<file path="src/hw/emc_params.svh">
// Constants for the exception mask and thread control register block.
`ifndef EMC_PARAMS_SVH
`define EMC_PARAMS_SVH

// Special-register select codes on the move port.
`define EMC_SEL_PRI 2'h0
`define EMC_SEL_FAULT 2'h1
`define EMC_SEL_BASE 2'h2
`define EMC_SEL_CTRL 2'h3

// Field positions.
`define EMC_MASK_BIT 0
`define EMC_BASE_HI 7
`define EMC_BASE_LO 4
`define EMC_CTRL_STACK_BIT 1
`define EMC_CTRL_PRIV_BIT 0

// Reset values.
`define EMC_RST_MASK 1'h0
`define EMC_RST_BASE 4'h0
`define EMC_RST_CTRL 1'h0

`endif

</file>
<file path="src/hw/emc_pkg.sv">
// Types shared by the exception mask and thread control register block.
`default_nettype none
`include "emc_params.svh"
package emc_pkg;

	// Execution mode of the core, one-hot.
	typedef enum logic [1:0] {
		EMC_THREAD = 2'b01,
		EMC_HANDLER = 2'b10
	} emc_mode_t;

	// Special-register select.
	typedef logic [1:0] emc_sel_t;

	// Complete state of the register block.
	typedef struct packed {
		emc_mode_t mode;
		logic exception_priority_mask;
		logic fault_escalation_mask;
		logic [3:0] base_priority_field;
		logic stackSel;
		logic threadPriv;
		logic actAllowed;
		logic actValid;
		logic [31:0] rdData;
		logic rdValid;
		logic handlerMode;
		logic procStack;
	} emc_state_t;

endpackage : emc_pkg
`default_nettype wire

</file>
<file path="src/hw/emc_mask_ctrl.sv">
// Exception mask, base priority and thread control registers with the gate.
`timescale 1ns/1ps
`default_nettype none
`include "emc_params.svh"
module emc_mask_ctrl (
	input wire logic mclk,
	input wire logic rst_n,
	// Special-register move port.
	input wire logic srWrEn,
	input wire logic srRdEn,
	input wire emc_pkg::emc_sel_t srSel,
	input wire logic [31:0] srWrData,
	// Processor-state change port for the two mask bits.
	input wire logic maskChgEn,
	input wire logic maskChgSet,
	input wire logic maskChgPri,
	input wire logic maskChgFault,
	// Exception entry and return from the core sequencer.
	input wire logic excEntry,
	input wire logic excReturn,
	input wire logic retFromNmi,
	input wire logic retToThread,
	input wire logic retProcStack,
	// Activation query from the exception prioritiser.
	input wire logic reqValid,
	input wire logic reqIsNmi,
	input wire logic reqConfigurable,
	input wire logic [7:0] reqPriority,
	output logic actAllowed,
	output logic actValid,
	output logic [31:0] srRdData,
	output logic srRdValid,
	output logic priorityMaskOut,
	output logic faultMaskOut,
	output logic [7:0] basePriOut,
	output logic threadUnpriv,
	output logic handlerMode,
	output logic procStackActive
);
	import emc_pkg::*;

	emc_state_t st_reg;
	emc_state_t st_next;

	////////////////////////////////////////////////////////////////////////
	// Activation decision for one request against the current masks.
	function automatic logic emc_allowed(
		input emc_state_t s,
		input logic isNmi,
		input logic cfg,
		input logic [7:0] prio
	);
		logic ok;
		ok = 1'b1;
		if (s.fault_escalation_mask) begin
			ok = 1'b0;
		end
		if (cfg && s.exception_priority_mask) begin
			ok = 1'b0;
		end
		if (cfg && (s.base_priority_field != `EMC_RST_BASE) &&
		    (prio >= {s.base_priority_field, 4'h0})) begin
			ok = 1'b0;
		end
		// The non-maskable interrupt overrides every mask, so it is last.
		if (isNmi) begin
			ok = 1'b1;
		end
		return ok;
	endfunction : emc_allowed

	////////////////////////////////////////////////////////////////////////
	// Next-state logic for registers, mode and outputs.
	always_comb begin
		st_next = st_reg;
		st_next.actValid = reqValid;
		st_next.rdValid = srRdEn;
		// Reads see the value before any write in the same cycle.
		if (srRdEn) begin
			st_next.rdData = 32'h0;
			unique case (srSel)
				`EMC_SEL_PRI: st_next.rdData[`EMC_MASK_BIT] = st_reg.exception_priority_mask;
				`EMC_SEL_FAULT: st_next.rdData[`EMC_MASK_BIT] = st_reg.fault_escalation_mask;
				`EMC_SEL_BASE: begin
					st_next.rdData[`EMC_BASE_HI:`EMC_BASE_LO] = st_reg.base_priority_field;
				end
				`EMC_SEL_CTRL: begin
					st_next.rdData[`EMC_CTRL_STACK_BIT] =
					    st_reg.stackSel && (st_reg.mode == EMC_THREAD);
					st_next.rdData[`EMC_CTRL_PRIV_BIT] = st_reg.threadPriv;
				end
			endcase
		end
		// Exception return first, so a software write of the fault mask in the same cycle wins.
		if (excReturn) begin
			if (!retFromNmi) begin
				st_next.fault_escalation_mask = 1'b0;
			end
			if (retToThread) begin
				st_next.mode = EMC_THREAD;
				st_next.stackSel = retProcStack;
			end
		end
		// Entry for any exception other than reset goes to Handler mode.
		if (excEntry) begin
			st_next.mode = EMC_HANDLER;
			st_next.stackSel = 1'b0;
		end
		// Processor-state change touches only the two mask bits.
		if (maskChgEn) begin
			if (maskChgPri) begin
				st_next.exception_priority_mask = maskChgSet;
			end
			if (maskChgFault) begin
				st_next.fault_escalation_mask = maskChgSet;
			end
		end
		// Special-register writes; reserved bits are dropped.
		if (srWrEn) begin
			unique case (srSel)
				`EMC_SEL_PRI: st_next.exception_priority_mask = srWrData[`EMC_MASK_BIT];
				`EMC_SEL_FAULT: st_next.fault_escalation_mask = srWrData[`EMC_MASK_BIT];
				`EMC_SEL_BASE: begin
					st_next.base_priority_field = srWrData[`EMC_BASE_HI:`EMC_BASE_LO];
				end
				`EMC_SEL_CTRL: begin
					// An entry in this cycle already means Handler mode.
					if (st_reg.mode == EMC_THREAD && !excEntry) begin
						st_next.stackSel = srWrData[`EMC_CTRL_STACK_BIT];
					end
					st_next.threadPriv = srWrData[`EMC_CTRL_PRIV_BIT];
				end
			endcase
		end
		st_next.actAllowed =
		    emc_allowed(st_reg, reqIsNmi, reqConfigurable, reqPriority);
		st_next.handlerMode = (st_next.mode == EMC_HANDLER);
		st_next.procStack =
		    st_next.stackSel && (st_next.mode == EMC_THREAD);
	end

	////////////////////////////////////////////////////////////////////////
	// State register; reset clears every field except mode, which loads Thread.
	always_ff @(posedge mclk) begin
		if (!rst_n) begin
			st_reg <= '0;
			st_reg.mode <= EMC_THREAD;
			st_reg.exception_priority_mask <= `EMC_RST_MASK;
			st_reg.fault_escalation_mask <= `EMC_RST_MASK;
			st_reg.base_priority_field <= `EMC_RST_BASE;
			st_reg.stackSel <= `EMC_RST_CTRL;
			st_reg.threadPriv <= `EMC_RST_CTRL;
		end else begin
			st_reg <= st_next;
		end
	end

	// Outputs straight from the state register.
	assign actAllowed = st_reg.actAllowed;
	assign actValid = st_reg.actValid;
	assign srRdData = st_reg.rdData;
	assign srRdValid = st_reg.rdValid;
	assign priorityMaskOut = st_reg.exception_priority_mask;
	assign faultMaskOut = st_reg.fault_escalation_mask;
	assign basePriOut = {st_reg.base_priority_field, 4'h0};
	assign threadUnpriv = st_reg.threadPriv;
	assign handlerMode = st_reg.handlerMode;
	assign procStackActive = st_reg.procStack;

	////////////////////////////////////////////////////////////////////////
	// Checks on the design's own behaviour.
	pri_block_a: assert property (@(posedge mclk) disable iff (!rst_n)
	    (reqValid && reqConfigurable && !reqIsNmi && priorityMaskOut)
	    |=> (actValid && !actAllowed))
	    else $error("Priority mask let a configurable exception through.");

	fault_block_a: assert property (@(posedge mclk) disable iff (!rst_n)
	    (reqValid && !reqIsNmi && faultMaskOut) |=> !actAllowed)
	    else $error("Fault mask let a non-NMI exception through.");

	nmi_pass_a: assert property (@(posedge mclk) disable iff (!rst_n)
	    (reqValid && reqIsNmi) |=> (actValid && actAllowed))
	    else $error("NMI was blocked.");

	fault_clear_a: assert property (@(posedge mclk) disable iff (!rst_n)
	    (excReturn && !retFromNmi && !srWrEn && !maskChgEn) |=> !faultMaskOut)
	    else $error("Fault mask not cleared on handler exit.");

	base_block_a: assert property (@(posedge mclk) disable iff (!rst_n)
	    (reqValid && reqConfigurable && !reqIsNmi && basePriOut != 8'h00 &&
	     reqPriority >= basePriOut) |=> !actAllowed)
	    else $error("Base priority did not block a lower priority.");

	open_pass_a: assert property (@(posedge mclk) disable iff (!rst_n)
	    (reqValid && !faultMaskOut && !priorityMaskOut && basePriOut == 8'h00)
	    |=> actAllowed)
	    else $error("Exception blocked with all masks clear.");

	handler_stack_a: assert property (@(posedge mclk) disable iff (!rst_n)
	    handlerMode |-> !procStackActive)
	    else $error("Process stack in use in Handler mode.");

	ctrl_read_a: assert property (@(posedge mclk) disable iff (!rst_n)
	    (srRdEn && srSel == `EMC_SEL_CTRL && handlerMode)
	    |=> (srRdValid && !srRdData[`EMC_CTRL_STACK_BIT]))
	    else $error("Stack select read as one in Handler mode.");

	entry_mode_a: assert property (@(posedge mclk) disable iff (!rst_n)
	    excEntry |=> (handlerMode && !procStackActive) [*1])
	    else $error("Exception entry did not reach Handler mode.");

	stack_write_a: assert property (@(posedge mclk) disable iff (!rst_n)
	    (srWrEn && srSel == `EMC_SEL_CTRL && !handlerMode && !excEntry &&
	     !excReturn)
	    |=> (procStackActive == $past(srWrData[`EMC_CTRL_STACK_BIT])))
	    else $error("Thread stack select write not taken.");

	priv_write_a: assert property (@(posedge mclk) disable iff (!rst_n)
	    (srWrEn && srSel == `EMC_SEL_CTRL)
	    |=> (threadUnpriv == $past(srWrData[`EMC_CTRL_PRIV_BIT])))
	    else $error("Thread privilege write not taken.");

endmodule : emc_mask_ctrl
`default_nettype wire

</file>
<file path="config.mk">
export PLATFORM = sky130hd
export DESIGN_NAME = emc_mask_ctrl
export DESIGN_NICKNAME = d
export VERILOG_FILES = /design/src/hw/emc_pkg.sv /design/src/hw/emc_mask_ctrl.sv
export VERILOG_INCLUDE_DIRS = /design/src /design/src/hw
export SDC_FILE = /design/constraint.sdc
export NUM_CORES = 1
export LEC_CHECK = 0
export ABC_AREA = 1
export BUFFER_PORTS_ARGS = -buffer_cell sky130_fd_sc_hd__buf_2
export CORE_ASPECT_RATIO = 0.8
export CORE_MARGIN = 4
export CORE_UTILIZATION = 39
export DETAILED_ROUTE_END_ITERATION = 10
export PLACE_DENSITY = 0.84
export REMOVE_ABC_BUFFERS = 1
export SYNTH_ARGS = -nofsm -noshare
export SYNTH_HDL_FRONTEND = slang
export SYNTH_SLANG_ARGS = --single-unit
</file>
<file path="constraint.sdc">
create_clock -name mclk -period 1.45 [get_ports mclk]
set_input_delay 0.3625 -clock mclk [delete_from_list [all_inputs] [get_ports mclk]]
set_output_delay 0.3625 -clock mclk [all_outputs]
set_load 0.02 [all_outputs]
</file>
Yosys cells after proc, flatten, opt, wreduce, memory -nomap -nowiden
Cells that the tools add are included.
{"block": "totals", "ff_bits": 21, "latch_bits": 0, "mem_bits_rw": 0, "rom_bits": 0, "input_bits": 58, "out_inout_bits": 48, "wordCells": 54, "memories": 0}
{"block": "op_classes", "addsub": 0, "n_mul": 0, "n_div": 0, "magnitude_cmp": 1, "eq_ne": 6, "shift": 0, "muxes": 24, "bitwise": 0, "reduce_logical": 11}
{"operator": "1-bit 2-to-1 mux", "n": 15}
{"operator": "2-bit 2-to-1 mux", "n": 5}
{"operator": "8-bit greater-or-equal comparator", "n": 1}
{"operator": "4-bit 2-to-1 mux", "n": 2}
{"operator": "8-bit 2-to-1 mux", "n": 1}
{"operator": "2-bit by 1-bit == test with 1-bit output (second input constant)", "n": 3}
{"operator": "2-bit == test (second input constant)", "n": 3}
{"operator": "1-bit logical AND", "n": 6}
{"operator": "2-bit AND reduction", "n": 2}
{"operator": "4-bit nonzero test", "n": 1}
{"operator": "1-bit case mux with 3 select lines", "n": 1}
{"operator": "2-bit zero test", "n": 1}
{"operator": "1-bit zero test", "n": 1}

Longest topological paths before layout
Gate-level depths: netlist of the first run.
{"block": "logic_depth", "word_depth": 7, "ltp_mapped": 10}

Least setup slack after synthesis of the first run
OpenSTA, ideal clock, no wires.
{"block": "synth_timing", "kind": "flip-flop to flip-flop", "from": "register st_reg (netlist bit basePriOut[7])", "to": "register st_reg (netlist bit actAllowed)", "arrival_time_ns": 1.048, "t_required_ns": 1.329, "slack_ns": 0.281, "stages_incl_launch_ff": 10, "n_path_buf": 0, "path_cell_list": "dfxtp_1 > inv_1 > ha_1 > nand2_1 > nor2_1 > nand2_1 > nand3_1 > nand2_1 > nand2_1 > a21oi_1"}
{"block": "synth_via", "elab_chain_cells": 5, "elab_cells_between_ends": 6, "cone_classes": "order compare (1); mux (2); reduce/logical (3)"}
{"item": "from (decl)", "line_no": "emc_mask_ctrl.sv:42", "source": "emc_state_t st_reg;"}
{"item": "from (signal assigned)", "line_no": "emc_mask_ctrl.sv:154", "source": "st_reg <= st_next;"}
{"item": "parallel branches: the longest is 2 deep, another holds 8-bit greater-or-equal comparator"}
{"item": "1-bit logical AND (*)", "line_no": "emc_mask_ctrl.sv:61", "source": "if (cfg && (s.base_priority_field != `EMC_RST_BASE) &&"}
{"item": "1-bit 2-to-1 mux (*)", "line_no": "emc_mask_ctrl.sv:61"}
{"item": "1-bit 2-to-1 mux (*)", "line_no": "emc_mask_ctrl.sv:66", "source": "if (isNmi) begin"}
Every way passes the cells marked *.
A chain may end at the register's enable or synchronous reset.

Final worst setup path of the first run
Same ends and word-level chain as after synthesis.

==> results.sh, run 1 <==
export IMPL_status="finished, final reports clean"
export IMPL_postSynthRegisterBits=21
export IMPL_numClockSinks=21
export IMPL_grt_start_max_net_pins=14
export IMPL_total_power_w=0.00132
export IMPL_arrival_ns=1.44
export IMPL_synth_cell_type_count=24
export IMPL_routed_via_count=1091
export IMPL_drv_slew=0
export IMPL_place_worst_setup_slack_ns=0.0983
export IMPL_fin_crit_ns=1.29
export IMPL_avgViaCountPerCell=4.18
export IMPL_synth_avg_cell_area_um2=7.26
export IMPL_post_drt_wl_per_cell_um=10.4
export IMPL_cts_htree_levels=1
export IMPL_routing_usage_on_met1_pct=13.6
export IMPL_period_share_pct=89.1
export IMPL_report_final_setup_viol=0
export IMPL_mostFrequentLayoutCell="buf_2"
export IMPL_post_synth_inst_count=179
export IMPL_total_number_of_placement_rows=18
export IMPL_timing_critical_path_slowest_cell_delay_ns=0.35
export IMPL_cts_setup_buffers=0
export IMPL_powerDensity_nw_per_um2=904
export IMPL_clock_path_buffers=2
export IMPL_unrepaired_setup_endpoints_after_global_routing="false"
export IMPL_worst_hold_path_type="input pin to flip-flop"
export IMPL_final_nets=284
export IMPL_post_route_drc_count=0
export IMPL_critPathSlowestCell="dfxtp_1"
export IMPL_drt_total_wl_mm=2.73
export IMPL_clock_insertion_delay_worst_skew_ns=0.26
export IMPL_critical_path_top_cell_by_count="nand2_1"
export IMPL_whs_ns=0.295
export IMPL_dr_first_iter_drc_count=41
export IMPL_gp_congestion=0.844
export IMPL_grt_peak_use_layer="met2"
export IMPL_clock_transition_time_at_the_flip_flop_clock_pins_of_the_worst_setup_and_hold_paths_ns=0.08
export IMPL_finalHoldViolations=0
export IMPL_vdd_ir_drop_worst_v=0.000379
export IMPL_first_global_vias=967
export IMPL_most_used_cells_in_the_layout_excluding_fill_and_tap_cells="49 x buf_2, 30 x conb_1, 27 x nand2_1"
export IMPL_postRouteAntennaNets=0
export IMPL_largest_register_ffs=6
export IMPL_post_route_cells_drive_above_1_share_pct=28.5
export IMPL_tritoncts_clock_tree="done"
export IMPL_die_height_um=59.6
export IMPL_grtUsageMet3_pct=3.90
export IMPL_ys_warnings_count=0
export IMPL_crit_type="flip-flop to flip-flop"
export IMPL_floorplan_initialDensity_pct=41.5
export IMPL_areaGrowthSynthToFinish_pct=12.0
export IMPL_clock_fmax_mhz=774
export IMPL_final_setup_tns_ns=0
export IMPL_cell_by_cell_listing_of_the_critical_path="inv_1 > ha_1 > nand2_1 > nor2_1 > nand2_1 > nand3_1 > nand2_1 > nand2_1 > a21oi_1"
export IMPL_design_portCount=106
export IMPL_buffer_ports_inserted=49
export IMPL_ys_seq_area_share_pct=32.4
export IMPL_drt_pass1_iter_count=4
export IMPL_fp_dieW_um=72.5
export IMPL_postCtsHoldBufs=0
export IMPL_cts_root_buffer="clkbuf_8"
export IMPL_antenna_diode_count=0
export IMPL_worst_setup_path_end_kind="flip-flop"
export IMPL_globalRouteMet2Util_pct=21.5
export IMPL_tritoncts_num_buffers=3
export IMPL_grt_antenna_before_repair=0
export IMPL_cp_data_required_time_ns=1.59
export IMPL_crit_path_start_kind="flip-flop"
export IMPL_area_of_placed_instances_um2=1410
export IMPL_maxCapViolCount=0
export IMPL_placeableCoreArea_um2=3130
export IMPL_detailed_place_hpwl_mm=2.26
export IMPL_static_leakage_power_nw=0.811
export IMPL_global_route_wire_length_before_repair_mm=3.98
export IMPL_die_area_um2=4320
export IMPL_layout_cell_area_non_filler_um2=1460
export IMPL_cts_repair_resized=0
export IMPL_ff2ff_setup_slack_ns=0.16
export IMPL_critical_path_peak_fanout=3
export IMPL_max_clock_skew_ns=0.00368
export IMPL_netlist_area_um2=1300
export IMPL_timing_final_ws_setup_ns=0.158
export IMPL_gr_usage_all_layers_pct=11.8
export IMPL_grt_ovfl_total=0
[worst max-delay path: cells and delay by family (launching register included)]
| family | cells | cell delay, ns |
|---|---|---|
| flops | 1 | 0.35 |
| simple gates | 6 | 0.41 |
| buf+inv | 1 | 0.08 |
| compound gates | 1 | 0.06 |
| fa+ha+maj | 1 | 0.29 |
[stage by stage]
step           util (%)  instances
2_1_floorplan         -        166
3_3_place_gp       45.0        257
3_5_place_dp       45.0        257
4_1_cts            46.5        261
5_1_grt            46.5        261
6_report           46.5        261
[final timing paths]
check                                   from                       end  cells after the start
hold / removal                      reqValid       actValid$_SDFF_PN0_                      3
hold reg to reg     srRdData[1]$_SDFFE_PN0P_  srRdData[1]$_SDFFE_PN0P_                      2
setup / recovery  basePriOut[7]$_SDFFE_PN0P_     actAllowed$_SDFF_PN0_                      9
setup reg to reg  basePriOut[7]$_SDFFE_PN0P_     actAllowed$_SDFF_PN0_                      9
[cell type report]
type	instances	area, um^2
Clock buffer	4	45.0
Inverter	26	97.6
Tap cell	40	50.0
Timing Repair Buffer	51	260
Fill cell	331	1680
Multi-Input combinational cell	119	582
Sequential cell	21	420
[cells in the mapped netlist, drive strengths merged]
master	instances	area share, %
a21oi	16	6.2
nand2	29	8.8
nand4	1	0.48
o21a	1	0.58
o21ai	13	5.6
nand3	4	1.5
inv	26	7.5
conb	1	0.29
dfxtp	21	32
or2	1	0.48
o22ai	1	0.48
nor2	13	4.9
clkbuf	2	0.58
nor3	3	1.5
ha	4	3.9
o31ai	1	0.58
buf	40	23
a31oi	1	0.48
a41oi	1	0.67
[where the power goes]
part           switching (W)  leakage [nW]  internal (W)
Sequential         0.0000155         0.173      0.000607
Clock               0.000186        0.0228      0.000196
Combinational       0.000214         0.616     0.0000977
[metal layers]
metal  wire (um)  part of all wire (%)
met3         286                    10
met5           0                     0
met4           8                  0.29
met1        1130                    41
met2        1300                    48
[cell families (layout without fill, tap and decap cells)]
logic type / after synthesis / in the layout / synth area share (%)
simple gates: 51 / 51 / 17.7
buf+inv: 68 / 81 / 31.2
fa+ha+maj: 4 / 4 / 3.85
other cells: 1 / 30 / 0.289
compound gates: 34 / 34 / 14.5
flops: 21 / 21 / 32.4
Power figures use the tool's default switching activity.
==> inputs of run 2 (changes only) <==
BUFFER_PORTS_ARGS = not set   (was -buffer_cell sky130_fd_sc_hd__buf_2)
CORE_UTILIZATION = 25   (was 39)
DONT_BUFFER_PORTS = 1   (was not set)
PLACE_DENSITY = 0.42   (was 0.84)
==> results.sh, run 2 (synthesized netlist as in run 1, its figures left out) <==
export IMPL_drt_pass1_iter_count=2
export IMPL_post_drt_wl_per_cell_um=11.9
export IMPL_placeableCoreArea_um2=5010
export IMPL_first_global_vias=890
export IMPL_floorplan_initialDensity_pct=25.9
export IMPL_status="finished, final reports clean"
export IMPL_clock_insertion_delay_worst_skew_ns=0.26
export IMPL_total_number_of_placement_rows=23
export IMPL_grt_start_max_net_pins=15
export IMPL_areaGrowthSynthToFinish_pct=-3.56
export IMPL_static_leakage_power_nw=0.608
export IMPL_die_area_um2=6420
export IMPL_fp_dieW_um=88.6
export IMPL_clock_fmax_mhz=786
export IMPL_vdd_ir_drop_worst_v=0.000425
export IMPL_grt_ovfl_total=0
export IMPL_min_to="srRdData[6]$_SDFFE_PN0P_"
export IMPL_buffer_ports_inserted=0
export IMPL_grt_antenna_before_repair=0
export IMPL_clock_path_buffers=2
export IMPL_maxCapViolCount=0
export IMPL_design_portCount=106
export IMPL_wl_met1_mm=1.18
export IMPL_crit_type="flip-flop to flip-flop"
export IMPL_drt_total_wl_mm=2.82
export IMPL_final_nets=237
export IMPL_cts_repair_resized=0
export IMPL_routed_via_count=910
export IMPL_drv_slew=0
export IMPL_unrepaired_setup_endpoints_after_global_routing="false"
export IMPL_avgViaCountPerCell=3.86
export IMPL_gr_usage_all_layers_pct=8.82
export IMPL_largest_register_ffs=6
export IMPL_worst_hold_path_type="input pin to flip-flop"
export IMPL_route_top_layer_used="met4"
export IMPL_global_route_wire_length_before_repair_mm=4.30
export IMPL_worst_setup_path_end_kind="flip-flop"
export IMPL_most_used_cells_in_the_layout_excluding_fill_and_tap_cells="30 x conb_1, 27 x nand2_1, 25 x inv_1"
export IMPL_report_final_setup_viol=0
export IMPL_stdcell_count=236
export IMPL_period_share_pct=87.8
export IMPL_worst_r2r_startpoint="basePriOut[7]$_SDFFE_PN0P_"
export IMPL_cts_setup_buffers=0
export IMPL_worst_r2r_path_depth=9
export IMPL_antenna_diode_count=0
export IMPL_mostFrequentLayoutCell="conb_1"
export IMPL_post_route_cells_drive_above_1_share_pct=9.20
export IMPL_powerDensity_nw_per_um2=1000
export IMPL_die_height_um=72.5
export IMPL_tritoncts_clock_tree="done"
export IMPL_dr_first_iter_drc_count=37
export IMPL_max_clock_skew_ns=0.00309
export IMPL_cts_root_buffer="clkbuf_8"
export IMPL_post_route_drc_count=0
export IMPL_dp_cells=232
export IMPL_cp_data_required_time_ns=1.60
export IMPL_ff2ff_setup_slack_ns=0.18
export IMPL_fin_crit_ns=1.27
export IMPL_final_setup_tns_ns=0
export IMPL_arrival_ns=1.42
export IMPL_holdCritStartpoint="srRdEn"
export IMPL_met3WireLength_um=323
export IMPL_wl_met2_mm=1.29
export IMPL_detailed_place_hpwl_mm=2.33
export IMPL_whs_path_depth=1
export IMPL_critical_path_peak_fanout=3
export IMPL_crit_path_start_kind="flip-flop"
export IMPL_tritoncts_num_buffers=3
export IMPL_cts_htree_levels=1
export IMPL_clock_transition_time_at_the_flip_flop_clock_pins_of_the_worst_setup_and_hold_paths_ns=0.08
export IMPL_finalHoldViolations=0
export IMPL_postRouteAntennaNets=0
export IMPL_postCtsHoldBufs=0
export IMPL_numClockSinks=21
export IMPL_gp_congestion=0.731
export IMPL_rr_endpoint="actAllowed$_SDFF_PN0_"
## run 2: changes by cell type in the layout (fill, tap and decap cells not counted), sizes merged
cell,previous run,this run
buf,51,4
## run 2: critical path: stages, from the launching register on
cell,delay [ns]
dfxtp_1,0.33
inv_1,0.07
ha_1,0.29
nand2_1,0.07
nor2_1,0.10
nand2_1,0.06
nand3_1,0.08
nand2_1,0.06
nand2_1,0.05
a21oi_1,0.05
## run 2: final cells by class
cell class | count | area, um^2
clock buffer | 4 | 45.0
fill | 593 | 3750
sequential | 21 | 420
inverter | 26 | 97.6
timing repair buffer | 4 | 30.0
tap | 62 | 77.6
multi-input combinational | 119 | 582
## run 2: routing by layer
| layer | vias up | GRT usage, % |
|---|---|---|
| met3 | 2 | 4.43 |
| li1 | 483 | - |
| met2 | 42 | 14.8 |
| met4 | 0 | 2.01 |
| met5 | - | 0 |
| met1 | 383 | 10.1 |
## run 2: through the flow
stage	power, W	hold WS, ns	worst slack (ns)	cell area (um^2)	util, %
global placement	0.000875	0.461	0.187	1210	24.1
global route	0.00134	0.163	0.0324	1250	25.0
finish	0.00126	0.181	0.178	1250	25.0
CTS	0.00129	0.169	0.169	1250	25.0
detailed placement	0.000876	0.462	0.186	1210	24.1
floorplan	0.000839	0.456	0.118	1100	-
## run 2: worst max path at each step
stage | start | to | slack, ns
3_3_place_gp | basePriOut[7]$_SDFFE_PN0P_ | actAllowed$_SDFF_PN0_ | 0.19
6_report | basePriOut[7]$_SDFFE_PN0P_ | actAllowed$_SDFF_PN0_ | 0.18
3_5_place_dp | basePriOut[7]$_SDFFE_PN0P_ | actAllowed$_SDFF_PN0_ | 0.19
5_1_grt | basePriOut[7]$_SDFFE_PN0P_ | actAllowed$_SDFF_PN0_ | 0.03
4_1_cts | basePriOut[7]$_SDFFE_PN0P_ | actAllowed$_SDFF_PN0_ | 0.17
2_1_floorplan | basePriOut[7]$_SDFFE_PN0P_ | actAllowed$_SDFF_PN0_ | 0.12
## run 2: power breakdown
| part | total, W | internal (W) | switching [W] |
|---|---|---|---|
| registers | 0.000652 | 0.000607 | 0.0000442 |
| logic | 0.000209 | 0.0000564 | 0.000153 |
| clock network | 0.000397 | 0.000196 | 0.000201 |
| total | 0.00126 | 0.000860 | 0.000398 |
